$ cat src/hdl/lei_pkg.sv
// ****************************************************************
// constants for the link-layer error injection slice
// ****************************************************************
package lei_pkg;

  // receive-check field codes
  localparam logic [1:0] LEI_RXCHK_OFF = 2'h0;
  localparam logic [1:0] LEI_RXCHK_ACKNAK = 2'h1;
  localparam logic [1:0] LEI_RXCHK_PM = 2'h2;
  localparam logic [1:0] LEI_RXCHK_FC = 2'h3;

  // acknowledge-substitution field codes
  localparam logic [1:0] LEI_SUB_OFF = 2'h0;
  localparam logic [1:0] LEI_SUB_SAME = 2'h1;
  localparam logic [1:0] LEI_SUB_INC = 2'h2;
  localparam logic [1:0] LEI_SUB_DEC = 2'h3;

  // transmit control-packet crc field codes
  localparam logic [1:0] LEI_TXCRC_OFF = 2'h0;
  localparam logic [1:0] LEI_TXCRC_PM = 2'h1;
  localparam logic [1:0] LEI_TXCRC_FC = 2'h2;
  localparam logic [1:0] LEI_TXCRC_ACK = 2'h3;

  // control-packet type on the core's dllp ports
  localparam logic [1:0] LEI_DLLP_ACK = 2'h0;
  localparam logic [1:0] LEI_DLLP_NAK = 2'h1;
  localparam logic [1:0] LEI_DLLP_PM = 2'h2;
  localparam logic [1:0] LEI_DLLP_FC = 2'h3;

  // credit classes of a flow-control update
  localparam logic [1:0] LEI_CLS_POSTED = 2'h0;
  localparam logic [1:0] LEI_CLS_NONPOSTED = 2'h1;
  localparam logic [1:0] LEI_CLS_COMPLETION = 2'h2;

  // credit-corruption code ranges
  localparam logic [4:0] LEI_UFC_OFF = 5'h00;
  localparam logic [4:0] LEI_UFC_INC_LAST = 5'h09;
  localparam logic [4:0] LEI_UFC_DEC_FIRST = 5'h0A;
  localparam logic [4:0] LEI_UFC_DEC_LAST = 5'h12;
  localparam logic [4:0] LEI_COMPLETION_CREDIT_UPDATE_DATA_DEC = 5'h11;
  localparam logic [4:0] LEI_COMPLETION_CREDIT_UPDATE_BOTH_DEC = 5'h12;

  // lane count of the variant whose link-layer test bits are reserved
  localparam int LEI_RESERVED_LANES = 8;

  // reset values
  localparam logic [1:0] LEI_RST_SEL = 2'h0;

endpackage : lei_pkg

$ cat src/hdl/lei_link_inject.sv
`timescale 1ns/1ps
`default_nettype none
module lei_link_inject #(
  parameter int LANES = 4,
  parameter int SEQ_W = 12,
  parameter int HDR_W = 8,
  parameter int DATA_W = 12
) (
  // clock and reset
  input wire logic clk,
  input wire logic sys_rst,
  // static test inputs
  input wire logic [1:0] rx_check_sel,
  input wire logic replay_force,
  input wire logic [1:0] ack_subst_sel,
  input wire logic ecrc_inject,
  input wire logic lcrc_inject,
  input wire logic [1:0] tx_crc_sel,
  input wire logic [4:0] credit_code,
  // received dllp from the link
  input wire logic rx_dllp_valid,
  input wire logic [1:0] rx_dllp_type,
  output logic rx_dllp_force_err,
  // retry buffer
  output logic replay_start,
  // ack/nak to be transmitted
  input wire logic ack_in_valid,
  input wire logic ack_in_is_nak,
  input wire logic [SEQ_W-1:0] ack_in_seq,
  output logic ack_out_valid,
  output logic ack_out_is_nak,
  output logic [SEQ_W-1:0] ack_out_seq,
  // transmitted tlp crc corruption
  output logic tlp_ecrc_corrupt,
  output logic tlp_lcrc_corrupt,
  // transmitted dllp
  input wire logic tx_dllp_valid,
  input wire logic [1:0] tx_dllp_type,
  output logic tx_dllp_out_valid,
  output logic tx_dllp_crc_corrupt,
  // flow-control update
  input wire logic fc_in_valid,
  input wire logic fc_in_drain,
  input wire logic [1:0] fc_in_class,
  input wire logic [HDR_W-1:0] fc_in_hdr,
  input wire logic [DATA_W-1:0] fc_in_data,
  output logic fc_out_valid,
  output logic [1:0] fc_out_class,
  output logic [HDR_W-1:0] fc_out_hdr,
  output logic [DATA_W-1:0] fc_out_data
);
  import lei_pkg::*;

  // ****************************************************************
  // state
  // ****************************************************************
  typedef struct packed {
    logic rx_armed;
    logic [1:0] rx_sel_q;
    logic rx_force;
    logic replay_q;
    logic replay_go;
    logic ack_v;
    logic ack_nak;
    logic [SEQ_W-1:0] ack_seq;
    logic ecrc;
    logic lcrc;
    logic txd_v;
    logic txd_bad;
    logic fc_v;
    logic [1:0] fc_cls;
    logic [HDR_W-1:0] fc_hdr;
    logic [DATA_W-1:0] fc_data;
  } lei_state_t;

  lei_state_t st_reg;
  lei_state_t st_next;

  localparam bit NARROW_OK = (LANES != LEI_RESERVED_LANES);

  // ****************************************************************
  // helpers
  // ****************************************************************
  // adds or removes one unit, wrapping like the credit counters
  function automatic logic [15:0] lei_adjust(input logic [15:0] v, input logic inc,
                                             input logic dec);
    lei_adjust = inc ? v + 16'h0001 : (dec ? v - 16'h0001 : v);
  endfunction : lei_adjust

  // does a received dllp type match the receive-check code
  function automatic logic lei_rx_match(input logic [1:0] sel, input logic [1:0] typ);
    case (sel)
      LEI_RXCHK_ACKNAK: lei_rx_match = (typ == LEI_DLLP_ACK) || (typ == LEI_DLLP_NAK);
      LEI_RXCHK_PM: lei_rx_match = (typ == LEI_DLLP_PM);
      LEI_RXCHK_FC: lei_rx_match = (typ == LEI_DLLP_FC);
      default: lei_rx_match = 1'b0;
    endcase
  endfunction : lei_rx_match

  // does a transmitted dllp type match the tx crc code
  function automatic logic lei_tx_match(input logic [1:0] sel, input logic [1:0] typ);
    case (sel)
      LEI_TXCRC_PM: lei_tx_match = (typ == LEI_DLLP_PM);
      LEI_TXCRC_FC: lei_tx_match = (typ == LEI_DLLP_FC);
      LEI_TXCRC_ACK: lei_tx_match = (typ == LEI_DLLP_ACK);
      default: lei_tx_match = 1'b0;
    endcase
  endfunction : lei_tx_match

  // ****************************************************************
  // field masking for the eight-lane variant
  // ****************************************************************
  logic [1:0] rx_sel_eff;
  logic replay_eff;
  logic [1:0] sub_eff;
  logic lcrc_eff;
  logic [1:0] txcrc_eff;
  logic [4:0] ufc_eff;

  // reserved fields are zeroed so they act as normal mode
  assign rx_sel_eff = NARROW_OK ? rx_check_sel : LEI_RXCHK_OFF;
  assign replay_eff = NARROW_OK && replay_force;
  assign sub_eff = NARROW_OK ? ack_subst_sel : LEI_SUB_OFF;
  assign lcrc_eff = NARROW_OK && lcrc_inject;
  assign txcrc_eff = NARROW_OK ? tx_crc_sel : LEI_TXCRC_OFF;
  assign ufc_eff = credit_code;

  // ****************************************************************
  // credit decode
  // ****************************************************************
  logic ufc_active;
  logic [1:0] ufc_cls;
  logic ufc_hi;
  logic ufc_hd;
  logic ufc_di;
  logic ufc_dd;

  lei_credit_decode u_decode (
    .code(ufc_eff),
    .active(ufc_active),
    .cls(ufc_cls),
    .hdr_inc(ufc_hi),
    .hdr_dec(ufc_hd),
    .data_inc(ufc_di),
    .data_dec(ufc_dd)
  );

  // ****************************************************************
  // next state
  // ****************************************************************
  logic rx_hit;
  logic rx_arm;
  logic fc_hit;

  always_comb begin
    st_next = st_reg;
    // arm on a new nonzero check code; the next matching dllp consumes it
    rx_arm = (rx_sel_eff != st_reg.rx_sel_q) && (rx_sel_eff != LEI_RXCHK_OFF);
    rx_hit = rx_dllp_valid && st_reg.rx_armed && lei_rx_match(rx_sel_eff, rx_dllp_type);
    st_next.rx_sel_q = rx_sel_eff;
    st_next.rx_force = rx_hit;
    // a re-arm in the same cycle as a hit wins over the clear
    st_next.rx_armed = rx_arm ? 1'b1 : (rx_hit ? 1'b0 : st_reg.rx_armed);
    // one replay per assertion of the force bit
    st_next.replay_q = replay_eff;
    st_next.replay_go = replay_eff && !st_reg.replay_q;
    // ack to nak substitution
    st_next.ack_v = ack_in_valid;
    st_next.ack_nak = ack_in_is_nak;
    st_next.ack_seq = ack_in_seq;
    if (ack_in_valid && !ack_in_is_nak && sub_eff != LEI_SUB_OFF) begin
      st_next.ack_nak = 1'b1;
      case (sub_eff)
        LEI_SUB_INC: st_next.ack_seq = ack_in_seq + SEQ_W'(1);
        LEI_SUB_DEC: st_next.ack_seq = ack_in_seq - SEQ_W'(1);
        default: st_next.ack_seq = ack_in_seq;
      endcase
    end
    // tlp crc corruption levels
    st_next.ecrc = ecrc_inject;
    st_next.lcrc = lcrc_eff;
    // dllp crc corruption on transmit
    st_next.txd_v = tx_dllp_valid;
    st_next.txd_bad = tx_dllp_valid && lei_tx_match(txcrc_eff, tx_dllp_type);
    // flow-control update, corrupted when a drained tlp triggers it
    fc_hit = fc_in_drain && ufc_active && (fc_in_class == ufc_cls);
    st_next.fc_v = fc_in_valid;
    st_next.fc_cls = fc_in_class;
    st_next.fc_hdr = fc_in_hdr;
    st_next.fc_data = fc_in_data;
    if (fc_in_valid && fc_hit) begin
      st_next.fc_hdr = HDR_W'(lei_adjust(16'(fc_in_hdr), ufc_hi, ufc_hd));
      st_next.fc_data = DATA_W'(lei_adjust(16'(fc_in_data), ufc_di, ufc_dd));
    end
  end

  // ****************************************************************
  // state register
  // ****************************************************************
  always_ff @(posedge clk) begin
    if (sys_rst) begin
      st_reg <= '0;
    end else begin
      st_reg <= st_next;
    end
  end

  // ****************************************************************
  // outputs
  // ****************************************************************
  assign rx_dllp_force_err = st_reg.rx_force;
  assign replay_start = st_reg.replay_go;
  assign ack_out_valid = st_reg.ack_v;
  assign ack_out_is_nak = st_reg.ack_nak;
  assign ack_out_seq = st_reg.ack_seq;
  assign tlp_ecrc_corrupt = st_reg.ecrc;
  assign tlp_lcrc_corrupt = st_reg.lcrc;
  assign tx_dllp_out_valid = st_reg.txd_v;
  assign tx_dllp_crc_corrupt = st_reg.txd_bad;
  assign fc_out_valid = st_reg.fc_v;
  assign fc_out_class = st_reg.fc_cls;
  assign fc_out_hdr = st_reg.fc_hdr;
  assign fc_out_data = st_reg.fc_data;
endmodule : lei_link_inject
`default_nettype wire

$ cat src/hdl/lei_credit_decode.sv
`timescale 1ns/1ps
`default_nettype none
// ****************************************************************
// credit-corruption code decoder
// ****************************************************************
module lei_credit_decode (
  // code in
  input wire logic [4:0] code,
  // decoded adjustment
  output logic active,
  output logic [1:0] cls,
  output logic hdr_inc,
  output logic hdr_dec,
  output logic data_inc,
  output logic data_dec
);
  import lei_pkg::*;

  logic [4:0] idx;
  logic dec;

  // codes 1..9 add a credit, 10..18 remove one; three per class
  always_comb begin
    active = 1'b0;
    dec = 1'b0;
    idx = 5'h00;
    if (code != LEI_UFC_OFF && code <= LEI_UFC_INC_LAST) begin
      active = 1'b1;
      idx = code - 5'h01;
    end else if (code >= LEI_UFC_DEC_FIRST && code <= LEI_UFC_DEC_LAST) begin
      active = 1'b1;
      dec = 1'b1;
      idx = code - LEI_UFC_DEC_FIRST;
    end
    cls = 2'(idx / 5'h03);
    hdr_inc = active && !dec && (idx % 5'h03) != 5'h01;
    hdr_dec = active && dec && (idx % 5'h03) != 5'h01;
    data_inc = active && !dec && (idx % 5'h03) != 5'h00;
    data_dec = active && dec && (idx % 5'h03) != 5'h00;
  end

endmodule : lei_credit_decode
`default_nettype wire

$ cat config.mk
export PLATFORM = sky130hd
export DESIGN_NAME = lei_link_inject
export DESIGN_NICKNAME = d
export VERILOG_FILES = /design/src/hdl/lei_pkg.sv /design/src/hdl/lei_link_inject.sv /design/src/hdl/lei_credit_decode.sv
export SDC_FILE = /design/constraint.sdc
export NUM_CORES = 1
export LEC_CHECK = 0
export ABC_AREA = 1
export BUFFER_PORTS_ARGS = -buffer_cell sky130_fd_sc_hd__buf_4
export CAP_MARGIN = 40
export CORE_ASPECT_RATIO = 0.7
export CORE_MARGIN = 2
export CORE_UTILIZATION = 40
export DETAILED_ROUTE_END_ITERATION = 12
export GPL_TIMING_DRIVEN = 0
export HOLD_SLACK_MARGIN = 0.15
export MAX_ROUTING_LAYER = met4
export PLACE_DENSITY = 0.65
export RECOVER_POWER = 100
export SETUP_SLACK_MARGIN = 0.4
export SYNTH_ARGS = -nofsm -noshare
export SYNTH_HDL_FRONTEND = slang
export SYNTH_HIERARCHICAL = 1
export SYNTH_SLANG_ARGS = --single-unit
$ cat constraint.sdc
create_clock -name clk -period 4.8 [get_ports clk]
set_clock_uncertainty 0.1 [all_clocks]
set_input_delay 0.72 -clock clk [delete_from_list [all_inputs] [get_ports clk]]
set_output_delay 0.72 -clock clk [all_outputs]
set_load 0.02 [all_outputs]
---- Word-level counts from Yosys, hierarchy flattened ----
Index checks and enable logic that the tools add are counted.
operators by class
  div/mod/pow operators ................... 2
  $mul .................................... 0
  shifts and indexed selects .............. 0
  bitwise gates (word level) .............. 0
  reduce and logical (&&, ||, !) cells .... 29
  $add $sub $neg .......................... 8
  magnitude comparators ................... 3
  equality and inequality tests ........... 16
  multiplexer cells ....................... 16
operator list
  operator                                                            count
  adder 12 x 1 -> 12 bit (second input constant)                      2
  two-way mux 12 bit                                                  2
  one-hot mux 12 bit (2 select lines)                                 1
  subtractor 12 x 1 -> 12 bit (second input constant)                 2
  == test 2 bit (second input constant)                               10
  two-way mux 20 bit                                                  1
  logical AND 1 bit                                                   18
  two-way mux 8 bit                                                   2
  two-way mux 13 bit                                                  1
  two-way mux 5 bit                                                   2
  nonzero test 5 bit                                                  2
  adder 8 x 1 -> 8 bit (second input constant)                        1
  subtractor 8 x 1 -> 8 bit (second input constant)                   1
  == test 2 x 1 -> 1 bit (second input constant)                      3
  one-hot mux 1 bit (3 select lines)                                  2
  nonzero test 2 bit                                                  3
  divider 5 x 2 -> 5 bit (second input constant)                      1
  greater-or-equal comparator 5 x 4 -> 1 bit (second input constant)  1
  <= comparator 5 x 4 -> 1 bit (second input constant)                1
  <= comparator 5 bit (second input constant)                         1
  modulo 5 x 2 -> 5 bit (second input constant)                       1
  two-way mux 1 bit                                                   5
  inequality test 5 x 1 -> 1 bit (second input constant)              1
  subtractor 5 x 1 -> 5 bit (second input constant)                   1
  other kinds (6)                                                     9
word-level totals
  bits in registers ....................... 47
  output and inout bits ................... 43
  memories kept ........................... 0
  RAM bits ................................ 0
  word-level logic and storage cells ...... 90
  bits of input ports ..................... 60
  ROM bits ................................ 0
  latch bits .............................. 0

---- Depth between registers and ports, before layout ----
Gate-level depths: netlist of run 1.
  word-level depth ........................ 10
  depth in mapped cells ................... 38
  depth with buffers taken out ............ 38

---- Cells and area by module ----
The synthesis of run 1 kept the hierarchy.
modules (own cells, without submodules)
  module             cells an instance  area an instance (um2)  instances  seq. area each (um2)
  lei_link_inject    476                3088.0                  1          940.9
  lei_credit_decode  152                934.6                   1          0.0

---- Worst setup path after synthesis of run 1 ----
Ideal clock, no wire load.
  path type ............................... input to register
  from .................................... input port credit_code[1]
  to ...................................... register st_reg, in the netlist fc_out_data[6]
  setup slack ............................. 0.143 ns
  buffers on the path ..................... 1
  data required time ...................... 4.580 ns
  data arrival time ....................... 4.438 ns
  library setup time ...................... 0.120 ns
  cell stages on the path ................. 34
  cell sequence ........................... inv_1 > ha_1 > inv_1 > nand2_2 > nand3_2 > nand2_1 > nand2_2 > buf_6 > or2_1 > nand2_2 > nand2_4 > inv_1 > ha_1 > inv_1 > nand2_1 > nand2_1 > nand2_2 > inv_2 > o21ai_1 > nand2_2 > ha_1 > nor2_2 > nand3_4 > nand2_1 > inv_1 > nand2_1 > nand2_2 > a21oi_1 > nand3_1 > nor2_1 > o21ai_0 > or2_2 > o21ai_0 > a21oi_1
on the way
  elaborated cells between the ends (all ways) .. 28
  those cells by class .................... 2 x add/sub; 2 x div; 3 x order compare; 1 x eq/ne; 8 x mux; 12 x reduce/logical
RTL lines
  what                                                                                      line                     source
  start: declaration                                                                        lei_link_inject.sv:19    input wire logic [4:0] credit_code,
  greater-or-equal comparator 5 x 4 -> 1 bit / <= comparator 5 bit (equally long branches)  lei_credit_decode.sv:30  end else if (code >= LEI_UFC_DEC_FIRST && code <= LEI_UFC_DEC_LAST) begin
  logical AND 1 bit                                                                         lei_credit_decode.sv:30
  two-way mux 5 bit                                                                         lei_credit_decode.sv:30
  two-way mux 5 bit (*)                                                                     lei_credit_decode.sv:27  if (code != LEI_UFC_OFF && code <= LEI_UFC_INC_LAST) begin
  divider 5 x 2 -> 5 bit (*)                                                                lei_credit_decode.sv:35  cls = 2'(idx / 5'h03);
  named net ufc_cls[0]                                                                      lei_link_inject.sv:132   logic [1:0] ufc_cls;
  == test 2 bit (*)                                                                         lei_link_inject.sv:186   fc_hit = fc_in_drain && ufc_active && (fc_in_class == ufc_cls);
  logical AND 1 bit (*)                                                                     lei_link_inject.sv:186
  logical AND 1 bit (*)                                                                     lei_link_inject.sv:191   if (fc_in_valid && fc_hit) begin
  two-way mux 20 bit (*)                                                                    lei_link_inject.sv:191
  end signal: assignment                                                                    lei_link_inject.sv:204   st_reg <= st_next;
  end: declaration                                                                          lei_link_inject.sv:76    lei_state_t st_reg;
Mark *: on every way through the listed nets, which the timed path passes. The rest lies on a longest branch.
A chain may end at the register's enable or synchronous reset.

---- Final worst setup path of run 1 ----
  from .................................... input port credit_code[2]
  to ...................................... register st_reg, in the netlist fc_out_hdr[5]
The elaborated chain is that of the path after synthesis.

==> results of run 1 <==
[metal layers]
layer,track usage (%),wire length (um),vias up
met5,-,0,-
met4,4.132,119,0
met3,3.971,966,10
met2,33.17,5093,178
met1,28.69,5412,1982
li1,-,-,2256
[area by class of cell]
| class | instances | area, sq um |
|---|---|---|
| Tap cell | 128 | 160.2 |
| Inverter | 94 | 387.9 |
| Buffer | 46 | 337.8 |
| Sequential cell | 47 | 940.9 |
| Timing Repair Buffer | 131 | 855.8 |
| Fill cell | 957 | 4172 |
| Clock inverter | 3 | 71.32 |
| Clock buffer | 5 | 125.1 |
| Multi-Input combinational cell | 441 | 2671 |
[power by group]
group	total [mW]	leakage, nW	internal, mW	switching, mW
logic	0.701	2.27	0.299	0.402
clock network	0.471	0.0959	0.303	0.168
registers	0.420	0.391	0.414	0.00668
total	1.59	2.76	1.01	0.577
[critical path, delay by kind of cell]
| kind | cells | cell delay [ns] |
|---|---|---|
| adders and majority gates | 3 | 0.49 |
| AOI/OAI and AO/OA | 5 | 0.48 |
| and+or+nand+nor | 17 | 2.02 |
| buffers and inverters | 8 | 0.79 |
[layout by cell type (no fill, tap or decap), types with 7 or more instances in the layout]
cell type  instances
nand2_1          120
buf_4            117
inv_1             77
nand3_1           60
nor2_1            55
clkbuf_1          52
dfxtp_1           47
a21oi_1           37
nand2_2           25
o21ai_0           25
ha_1              11
nand4_1           10
inv_2              9
xnor2_1            8
xor2_1             8
nand3_2            8
nand3_4            8
o21ai_1            7
nand2_4            7
[stage by stage]
step,hold slack (ns),std cells,setup WS [ns],area [sq um]
2_1_floorplan,0.2744,628,0.4074,4064
3_3_place_gp,0.2808,858,-0.1244,4990
3_5_place_dp,0.2852,858,-0.2338,4990
4_1_cts,0.2953,878,0.4030,5380
5_1_grt,0.3042,895,0.1202,5550
6_report,0.2924,895,0.3996,5550
[timing repair]
item | in CTS | in global routing
buffers inserted | 12 | 17
endpoints found under the setup margin | 19 | 20
pin swaps | 10 | 43
hold buffers | 0 | 0
gates resized for setup | 27 | 67
cloned | 0 | 0
[worst paths after layout]
path                                            endpoint  slack, ns  cells after the start
worst max-delay path            fc_out_hdr[5]$_SDFF_PP0_       0.40                     33
worst min-delay path             replay_start$_SDFF_PP0_       0.29                      1
worst max register to register   st_reg[46]$_SDFFE_PP0P_       3.71                      5
worst min register to register   replay_start$_SDFF_PP0_       0.29                      1
[cells by family after synthesis]
logic type / synth area share [%]
buf+inv: 16.80
flops: 23.39
compound gates: 12.19
xor+xnor: 3.919
simple gates: 38.41
fa+ha+maj: 5.288
==> reports/metrics.cfg, run 1 <==
[outcome]
status=finished, final reports clean

[timing]
hold_viol=0
final-max-slew-violation-count=0
max_slew_margin_pct=55.88
worst_slew_pin_slew_ns=0.6618
setup_tns_ns=0
setup_viol=0
post-route-min-period_ns=4.400
rsz0062_at_grt=true
period_share_pct=91.67
fmax_mhz=227.3

[routing]
routedWlPerCell_um=12.95
antenna_left=0
drt_wl_total_um=11590
drc=0
via_per_inst=4.945
dr.pass1.iters=5
dr_total_vias=4426
drt-initial-drc-count=266

[global_route]
grt_max_degree=17
grtUsageTotal_pct=21.21
antenna_found_initial=0
grt_pass1_wl_um=17900
grt_pass1_vias=3955
overflow=0

[clock_network]
cts.reportedPaths.clkPinSlew_ns=0.07
htreeDepth=2
insertion_delay_ns=0.29
cts_buffers=5
cts-root-buf=clkbuf_16
cts_tree=yes
cts.sinks=47
cts.path.max_buffers=2

[logic_synthesis]
avgSynthCellArea_sq_um=6.405
synth_area_leaders=dfxtp_1 (23%), nand2_1 (12%), nand3_1 (8.2%)
syn_nets=705
synth_ff_type=dfxtp_1
synthArstFlopShare_pct=0
yosysMostFrequentCell=nand2_1
yosysTopAreaCellShare_pct=23.39
synth-edff-count=0
synth.distinct_cells=40
netlist_area_sq_um=4023
synthCells=628
ys.warnings.count=6
ys_ff_latch=47
seq_area_frac_synth_pct=23.39
synth_common_cells=nand2_1 (124), inv_1 (84), nand3_1 (66), nor2_1 (61), dfxtp_1 (47)
yosysTopAreaCell=dfxtp_1

[power]
leakage_nw=2.757
p_total_mw=1.592
ir_drop_mv=0.1714
powerDensity_nw_per_um2=286.8

[hold_path]
hp-class=flop to flop
worstHoldStart=st_reg[42]$_SDFF_PP0_

[die]
core_sq_um=9722
initial_core_util_pct=41.38
die_y_um=87.90
die_x_um=123.9
die-area_sq_um=10890
io_pins=103
row_count=30

[setup_path]
r2r_start=st_reg[44]$_SDFF_PP0_
critPathKind=input pin to flop
cp_slowest_stage_delay_ns=0.23
required_ns=4.88
worstPathMaxFanout=6
start_kind=input pin
end_kind=flop
arrival_ns=4.48
path_common_cell=nand2_2
critPathLaunch=credit_code[2]
cp_slowest_cell=or2_1

[finish]
nets=843
drive_gt1_share_pct=29.86
antenna_cells=0
area_growth_pct=37.98
final_util_pct=57.09

[job]
maxCapViolCount=0

[placed_design]
gp_congestion=0.9278
port_buffers=102
place_hpwl_um=8532

Note: power is estimated with default switching activity, not from simulation.
==> run 2: changes to the inputs <==
--- a/config.mk
+++ b/config.mk
@@ -8,14 +8,17 @@
 export ABC_AREA = 1
 export BUFFER_PORTS_ARGS = -buffer_cell sky130_fd_sc_hd__buf_4
 export CAP_MARGIN = 40
+export CELL_PAD_IN_SITES_DETAIL_PLACEMENT = 0
+export CELL_PAD_IN_SITES_GLOBAL_PLACEMENT = 1
 export CORE_ASPECT_RATIO = 0.7
 export CORE_MARGIN = 2
-export CORE_UTILIZATION = 40
+export CORE_UTILIZATION = 34
+export CTS_CLUSTER_DIAMETER = 60
 export DETAILED_ROUTE_END_ITERATION = 12
 export GPL_TIMING_DRIVEN = 0
 export HOLD_SLACK_MARGIN = 0.15
 export MAX_ROUTING_LAYER = met4
-export PLACE_DENSITY = 0.65
+export PLACE_DENSITY_LB_ADDON = 0.1
 export RECOVER_POWER = 100
 export SETUP_SLACK_MARGIN = 0.4
 export SYNTH_ARGS = -nofsm -noshare
==> run 2 against run 1 <==
Net effect: worst setup slack worse by 0.077 ns; via count is 2.6% lower; clock power is 20% lower; total power is 2.6% lower; largest cell class unchanged; wire length is 5.1% higher; sequential cell count stayed put; combinational power is 7.4% higher; non-clock buffer count stayed put; sequential power hardly changed; register-to-register slack hardly changed; critical path depth is 2 lower; sequential share of layout area is 0.16 points lower.
==> reports/metrics.cfg, run 2 (synthesized netlist as in run 1, its figures left out) <==
[hold_path]
hp-class=flop to flop
worstHoldStart=st_reg[42]$_SDFF_PP0_

[clock_network]
cts.path.max_buffers=2
cts.reportedPaths.clkPinSlew_ns=0.07
cts-root-buf=clkbuf_16
hold_buffers=0
cts_buffers=5
htreeDepth=2
cts_tree=yes
cts.sinks=47
insertion_delay_ns=0.29

[global_route]
grt_pass1_wl_um=18420
overflow=0
grtUsageTotal_pct=18.86
antenna_found_initial=0
grt_max_degree=16
grt_pass1_vias=3721

[die]
initial_core_util_pct=34.67
row_count=33
core_sq_um=11600
die_y_um=95.01
die-area_sq_um=12730
die_x_um=134.0
io_pins=103

[finish]
area_growth_pct=39.28
antenna_cells=0
seqCellArea_sq_um=940.9
nets=843
multiInputGateArea_sq_um=2729
final_cell_mix=nand2_1 (116), buf_4 (114), inv_1 (75)
drive_gt1_share_pct=30.64
stdcell_count=924
final_area_sq_um=5603
layout_commonest_cell=nand2_1
fillers=1253

[setup_path]
critPathLaunch=credit_code[1]
cp_slowest_stage_delay_ns=0.36
required_ns=4.90
start_kind=input pin
end_kind=flop
cp_slowest_cell=a21oi_1
path_common_cell=nand2_2
critPathKind=input pin to flop
arrival_ns=4.58
r2r_start=st_reg[44]$_SDFF_PP0_
worstPathMaxFanout=6

[power]
clkPwrFrac_pct=24.4
internal_power_mw=0.9394
p_seq_share_pct=27.1
ir_drop_mv=0.1474
leakage_nw=2.753
p_total_mw=1.550
p_comb_share_pct=48.5
switchingPower_mw=0.6110
powerDensity_nw_per_um2=276.7
sw_frac_of_total_pct=39.41

[placed_design]
gp_congestion=0.9257
place_hpwl_um=9131
placed_cells_incl_taps=887
port_buffers=102
placed_cell_area_sq_um=5026

[routing]
drt_wl_total_um=12180
drt-initial-drc-count=199
dr.pass1.iters=6
dr_wl_met2_um=5037
dr_total_vias=4309
dr.max_layer_used=met4
via_per_inst=4.663
drc=0
antenna_left=0
routedWlPerCell_um=13.18
wl_met1_um=6251
met3_wirelength_um=780

[timing]
worst_slew_pin_slew_ns=0.6866
hold_viol=0
rsz0062_at_grt=true
setup_viol=0
fmax_mhz=223.3
post-route-min-period_ns=4.477
final-max-slew-violation-count=0
max_slew_margin_pct=54.23
period_share_pct=93.28

[job]
maxCapViolCount=0

[outcome]
status=finished, final reports clean

## run 2: changes by cell type in the layout (fill, tap and decap cells not counted), sizes merged
| cell | change |
|---|---|
| clkbuf | +1 |
| bufinv | -2 |
| clkinvlp | +1 |
## run 2: what timing repair did
action / CTS / global route
gates resized for setup: 29 / 79
setup endpoints to repair: 19 / 20
pin swaps: 16 / 49
setup buffers: 13 / 16
## run 2: final timing paths
kind / cells past startpoint / endpoint / slack (ns)
setup / recovery: 31 / fc_out_data[11]$_SDFF_PP0_ / 0.32
hold / removal: 1 / replay_start$_SDFF_PP0_ / 0.29
setup reg to reg: 5 / st_reg[46]$_SDFFE_PP0P_ / 3.71
hold reg to reg: 1 / replay_start$_SDFF_PP0_ / 0.29
## run 2: worst max-delay path: cells and delay by family
family	cells	cell delay (ns)
AND/OR/NAND/NOR	17	1.74
AO/OA/AOI/OAI	3	0.80
buffers and inverters	7	0.70
adder cells (fa/ha/maj)	3	0.45
XOR/XNOR	1	0.15
## run 2: through the flow
step | util [%] | hold WS (ns) | setup slack (ns) | TNS [ns]
detailed placement | 43.32 | 0.2843 | -0.2481 | -1.228
finish | 48.29 | 0.2914 | 0.3227 | 0
global route | 48.29 | 0.3040 | 0.09865 | 0
floorplan | - | 0.2744 | 0.4074 | 0
global placement | 43.32 | 0.2791 | -0.1610 | -0.5820
CTS | 46.38 | 0.2940 | 0.4037 | 0
## run 2: metal layers
layer,GRT usage [%],vias up
met4,4.078,0
li1,-,2252
met5,-,-
met3,3.060,11
met1,27.29,1913
met2,27.35,133
## run 2: layout make-up
type                            instances  share of cell area (%)
Multi-Input combinational cell        441                   48.70
Tap cell                              157                   3.506
Clock buffer                            6                   2.479
Timing Repair Buffer                  131                   15.25
Clock inverter                          2                  0.2903
Sequential cell                        47                   16.79
Buffer                                 46                   6.096
Inverter                               94                   6.878
## run 2: power by group through the flow
stage	clock network (mW)	logic, mW	registers, mW
after floorplan	0	0.404	0.432
after global placement	0	0.560	0.429
after detailed placement	0	0.566	0.429
after CTS	0.386	0.621	0.420
after global routing	0.397	0.821	0.422
final	0.378	0.753	0.420
==> run 3: changes to the inputs <==
--- a/config.mk
+++ b/config.mk
@@ -14,12 +14,13 @@
 export CORE_MARGIN = 2
 export CORE_UTILIZATION = 34
 export CTS_CLUSTER_DIAMETER = 60
+export CTS_CLUSTER_SIZE = 20
 export DETAILED_ROUTE_END_ITERATION = 12
 export GPL_TIMING_DRIVEN = 0
 export HOLD_SLACK_MARGIN = 0.15
 export MAX_ROUTING_LAYER = met4
 export PLACE_DENSITY_LB_ADDON = 0.1
-export RECOVER_POWER = 100
+export RECOVER_POWER = 25
 export SETUP_SLACK_MARGIN = 0.4
 export SYNTH_ARGS = -nofsm -noshare
 export SYNTH_HDL_FRONTEND = slang
==> run 3 against run 2 <==
Net effect: core utilization is 1.4 points higher; non-clock buffer count did not move; register-to-register slack about the same; count of clock-buffer cells in the layout is the same; critical endpoint unchanged; largest cell class unchanged.
==> reports/metrics.cfg, run 3 (synthesized netlist as in run 1, its figures left out) <==
[die]
io_pins=103
core_sq_um=11600
row_count=33
initial_core_util_pct=34.67
die-area_sq_um=12730
die_y_um=95.01
die_x_um=134.0

[finish]
final_util_pct=49.66
drive_gt1_share_pct=35.98
stdcell_count=924
final_cell_mix=buf_4 (151), nand2_1 (116), inv_1 (75)
multiInputGateArea_sq_um=2748
layout_commonest_cell=buf_4
nets=843
fillers=1212
area_growth_pct=43.23
antenna_cells=0
seqCellArea_sq_um=940.9

[clock_network]
cts-root-buf=clkbuf_16
cts_buffers=5
cts.sinks=47
insertion_delay_ns=0.29
cts.path.max_buffers=2
hold_buffers=0
htreeDepth=2
cts.reportedPaths.clkPinSlew_ns=0.07
cts_tree=yes

[setup_path]
path_common_cell=nand2_2
cp_slowest_cell=or2_1
critPathKind=input pin to flop
r2r_start=st_reg[44]$_SDFF_PP0_
ff2ff_path_depth=5
r2r_slack_ns=3.71
worstPathMaxFanout=6
crit_end=fc_out_data[11]$_SDFF_PP0_
arrival_ns=4.47
start_kind=input pin
r2r-end=st_reg[46]$_SDFFE_PP0P_
critPathLaunch=credit_code[1]
end_kind=flop
cp_slowest_stage_delay_ns=0.21
required_ns=4.90

[routing]
antenna_left=0
drt-initial-drc-count=275
drt_wl_total_um=12110
routedWlPerCell_um=13.11
drc=0
dr.pass1.iters=5
via_per_inst=4.673
dr_total_vias=4318

[power]
sw_frac_of_total_pct=39.17
ir_drop_mv=0.1486
switchingPower_mw=0.6163
p_comb_share_pct=49.4
internal_power_mw=0.9573
clkPwrFrac_pct=23.9
powerDensity_nw_per_um2=273.1
p_seq_share_pct=26.7
leakage_nw=2.902
p_total_mw=1.574

[global_route]
overflow=0
grt_max_degree=16
grtUsageTotal_pct=18.86
antenna_found_initial=0
grt_pass1_vias=3721
grt_pass1_wl_um=18420

[timing]
final-max-slew-violation-count=0
holdWs_ns=0.2916
rsz0062_at_grt=true
worst_slew_pin_slew_ns=0.6878
setup_viol=0
setup_tns_ns=0
period_share_pct=91.08
max_slew_margin_pct=54.15
post-route-min-period_ns=4.372
fmax_mhz=228.7
hold_viol=0

[placed_design]
port_buffers=102
place_hpwl_um=9131
placed_cells_incl_taps=887
gp_congestion=0.9257

[job]
maxCapViolCount=0

[hold_path]
hp-class=flop to flop

[outcome]
status=finished, final reports clean

run 3: cell types whose count changed in the layout (fill, tap and decap cells not counted), sizes merged:
cell and delta:
clkbuf -38, buf +38
run 3: critical path, delay by kind of cell:
kind / cells / cell delay (ns)
adder cells (fa/ha/maj): 3 / 0.45
AND/OR/NAND/NOR: 19 / 2.03
AO/OA/AOI/OAI: 3 / 0.43
XOR/XNOR: 1 / 0.16
buffers and inverters: 7 / 0.67
run 3: layer usage:
layer | GRT usage [%] | part of all wire [%]
met5 | - | 0
met4 | 4.078 | 0.92
met3 | 3.060 | 5.7
met2 | 27.35 | 42
met1 | 27.29 | 52
run 3: power groups by stage:
| stage | logic, mW | clock network (mW) | registers, mW |
|---|---|---|---|
| finish | 0.777 | 0.376 | 0.420 |
| floorplan | 0.404 | 0 | 0.432 |
| global placement | 0.560 | 0 | 0.429 |
| CTS | 0.621 | 0.386 | 0.420 |
| global route | 0.847 | 0.397 | 0.422 |
| detailed placement | 0.566 | 0 | 0.429 |
run 3: area by class of cell:
class / count / share of cell area [%]
tap: 157 / 3.409
clock buffer: 6 / 2.410
timing repair buffer: 131 / 17.24
buffer: 46 / 5.950
multi-input combinational: 441 / 47.69
sequential: 47 / 16.33
clock inverter: 2 / 0.2823
inverter: 94 / 6.688
run 3: repair_timing:
item	in CTS	in global routing
pin swaps	16	49
resized for setup	29	79
buffers inserted	13	16
endpoints found under the setup margin	19	20
run 3: per-stage QoR:
stage	worst slack (ns)	instance area (sq um)
final	0.4280	5762
after global routing	0.2351	5762
after CTS	0.4037	5381
after detailed placement	-0.2481	5026
after global placement	-0.1610	5026
after floorplan	0.4074	4064
run 3: worst min-delay path by stage:
stage	startpoint	endpoint	slack, ns	cells after the start
finish	st_reg[42]$_SDFF_PP0_	replay_start$_SDFF_PP0_	0.29	1
global route	st_reg[42]$_SDFF_PP0_	replay_start$_SDFF_PP0_	0.30	1
floorplan	st_reg[42]$_SDFF_PP0_	replay_start$_SDFF_PP0_	0.27	1
CTS	st_reg[42]$_SDFF_PP0_	replay_start$_SDFF_PP0_	0.29	1
global placement	st_reg[42]$_SDFF_PP0_	replay_start$_SDFF_PP0_	0.28	1
detailed placement	st_reg[42]$_SDFF_PP0_	replay_start$_SDFF_PP0_	0.28	1
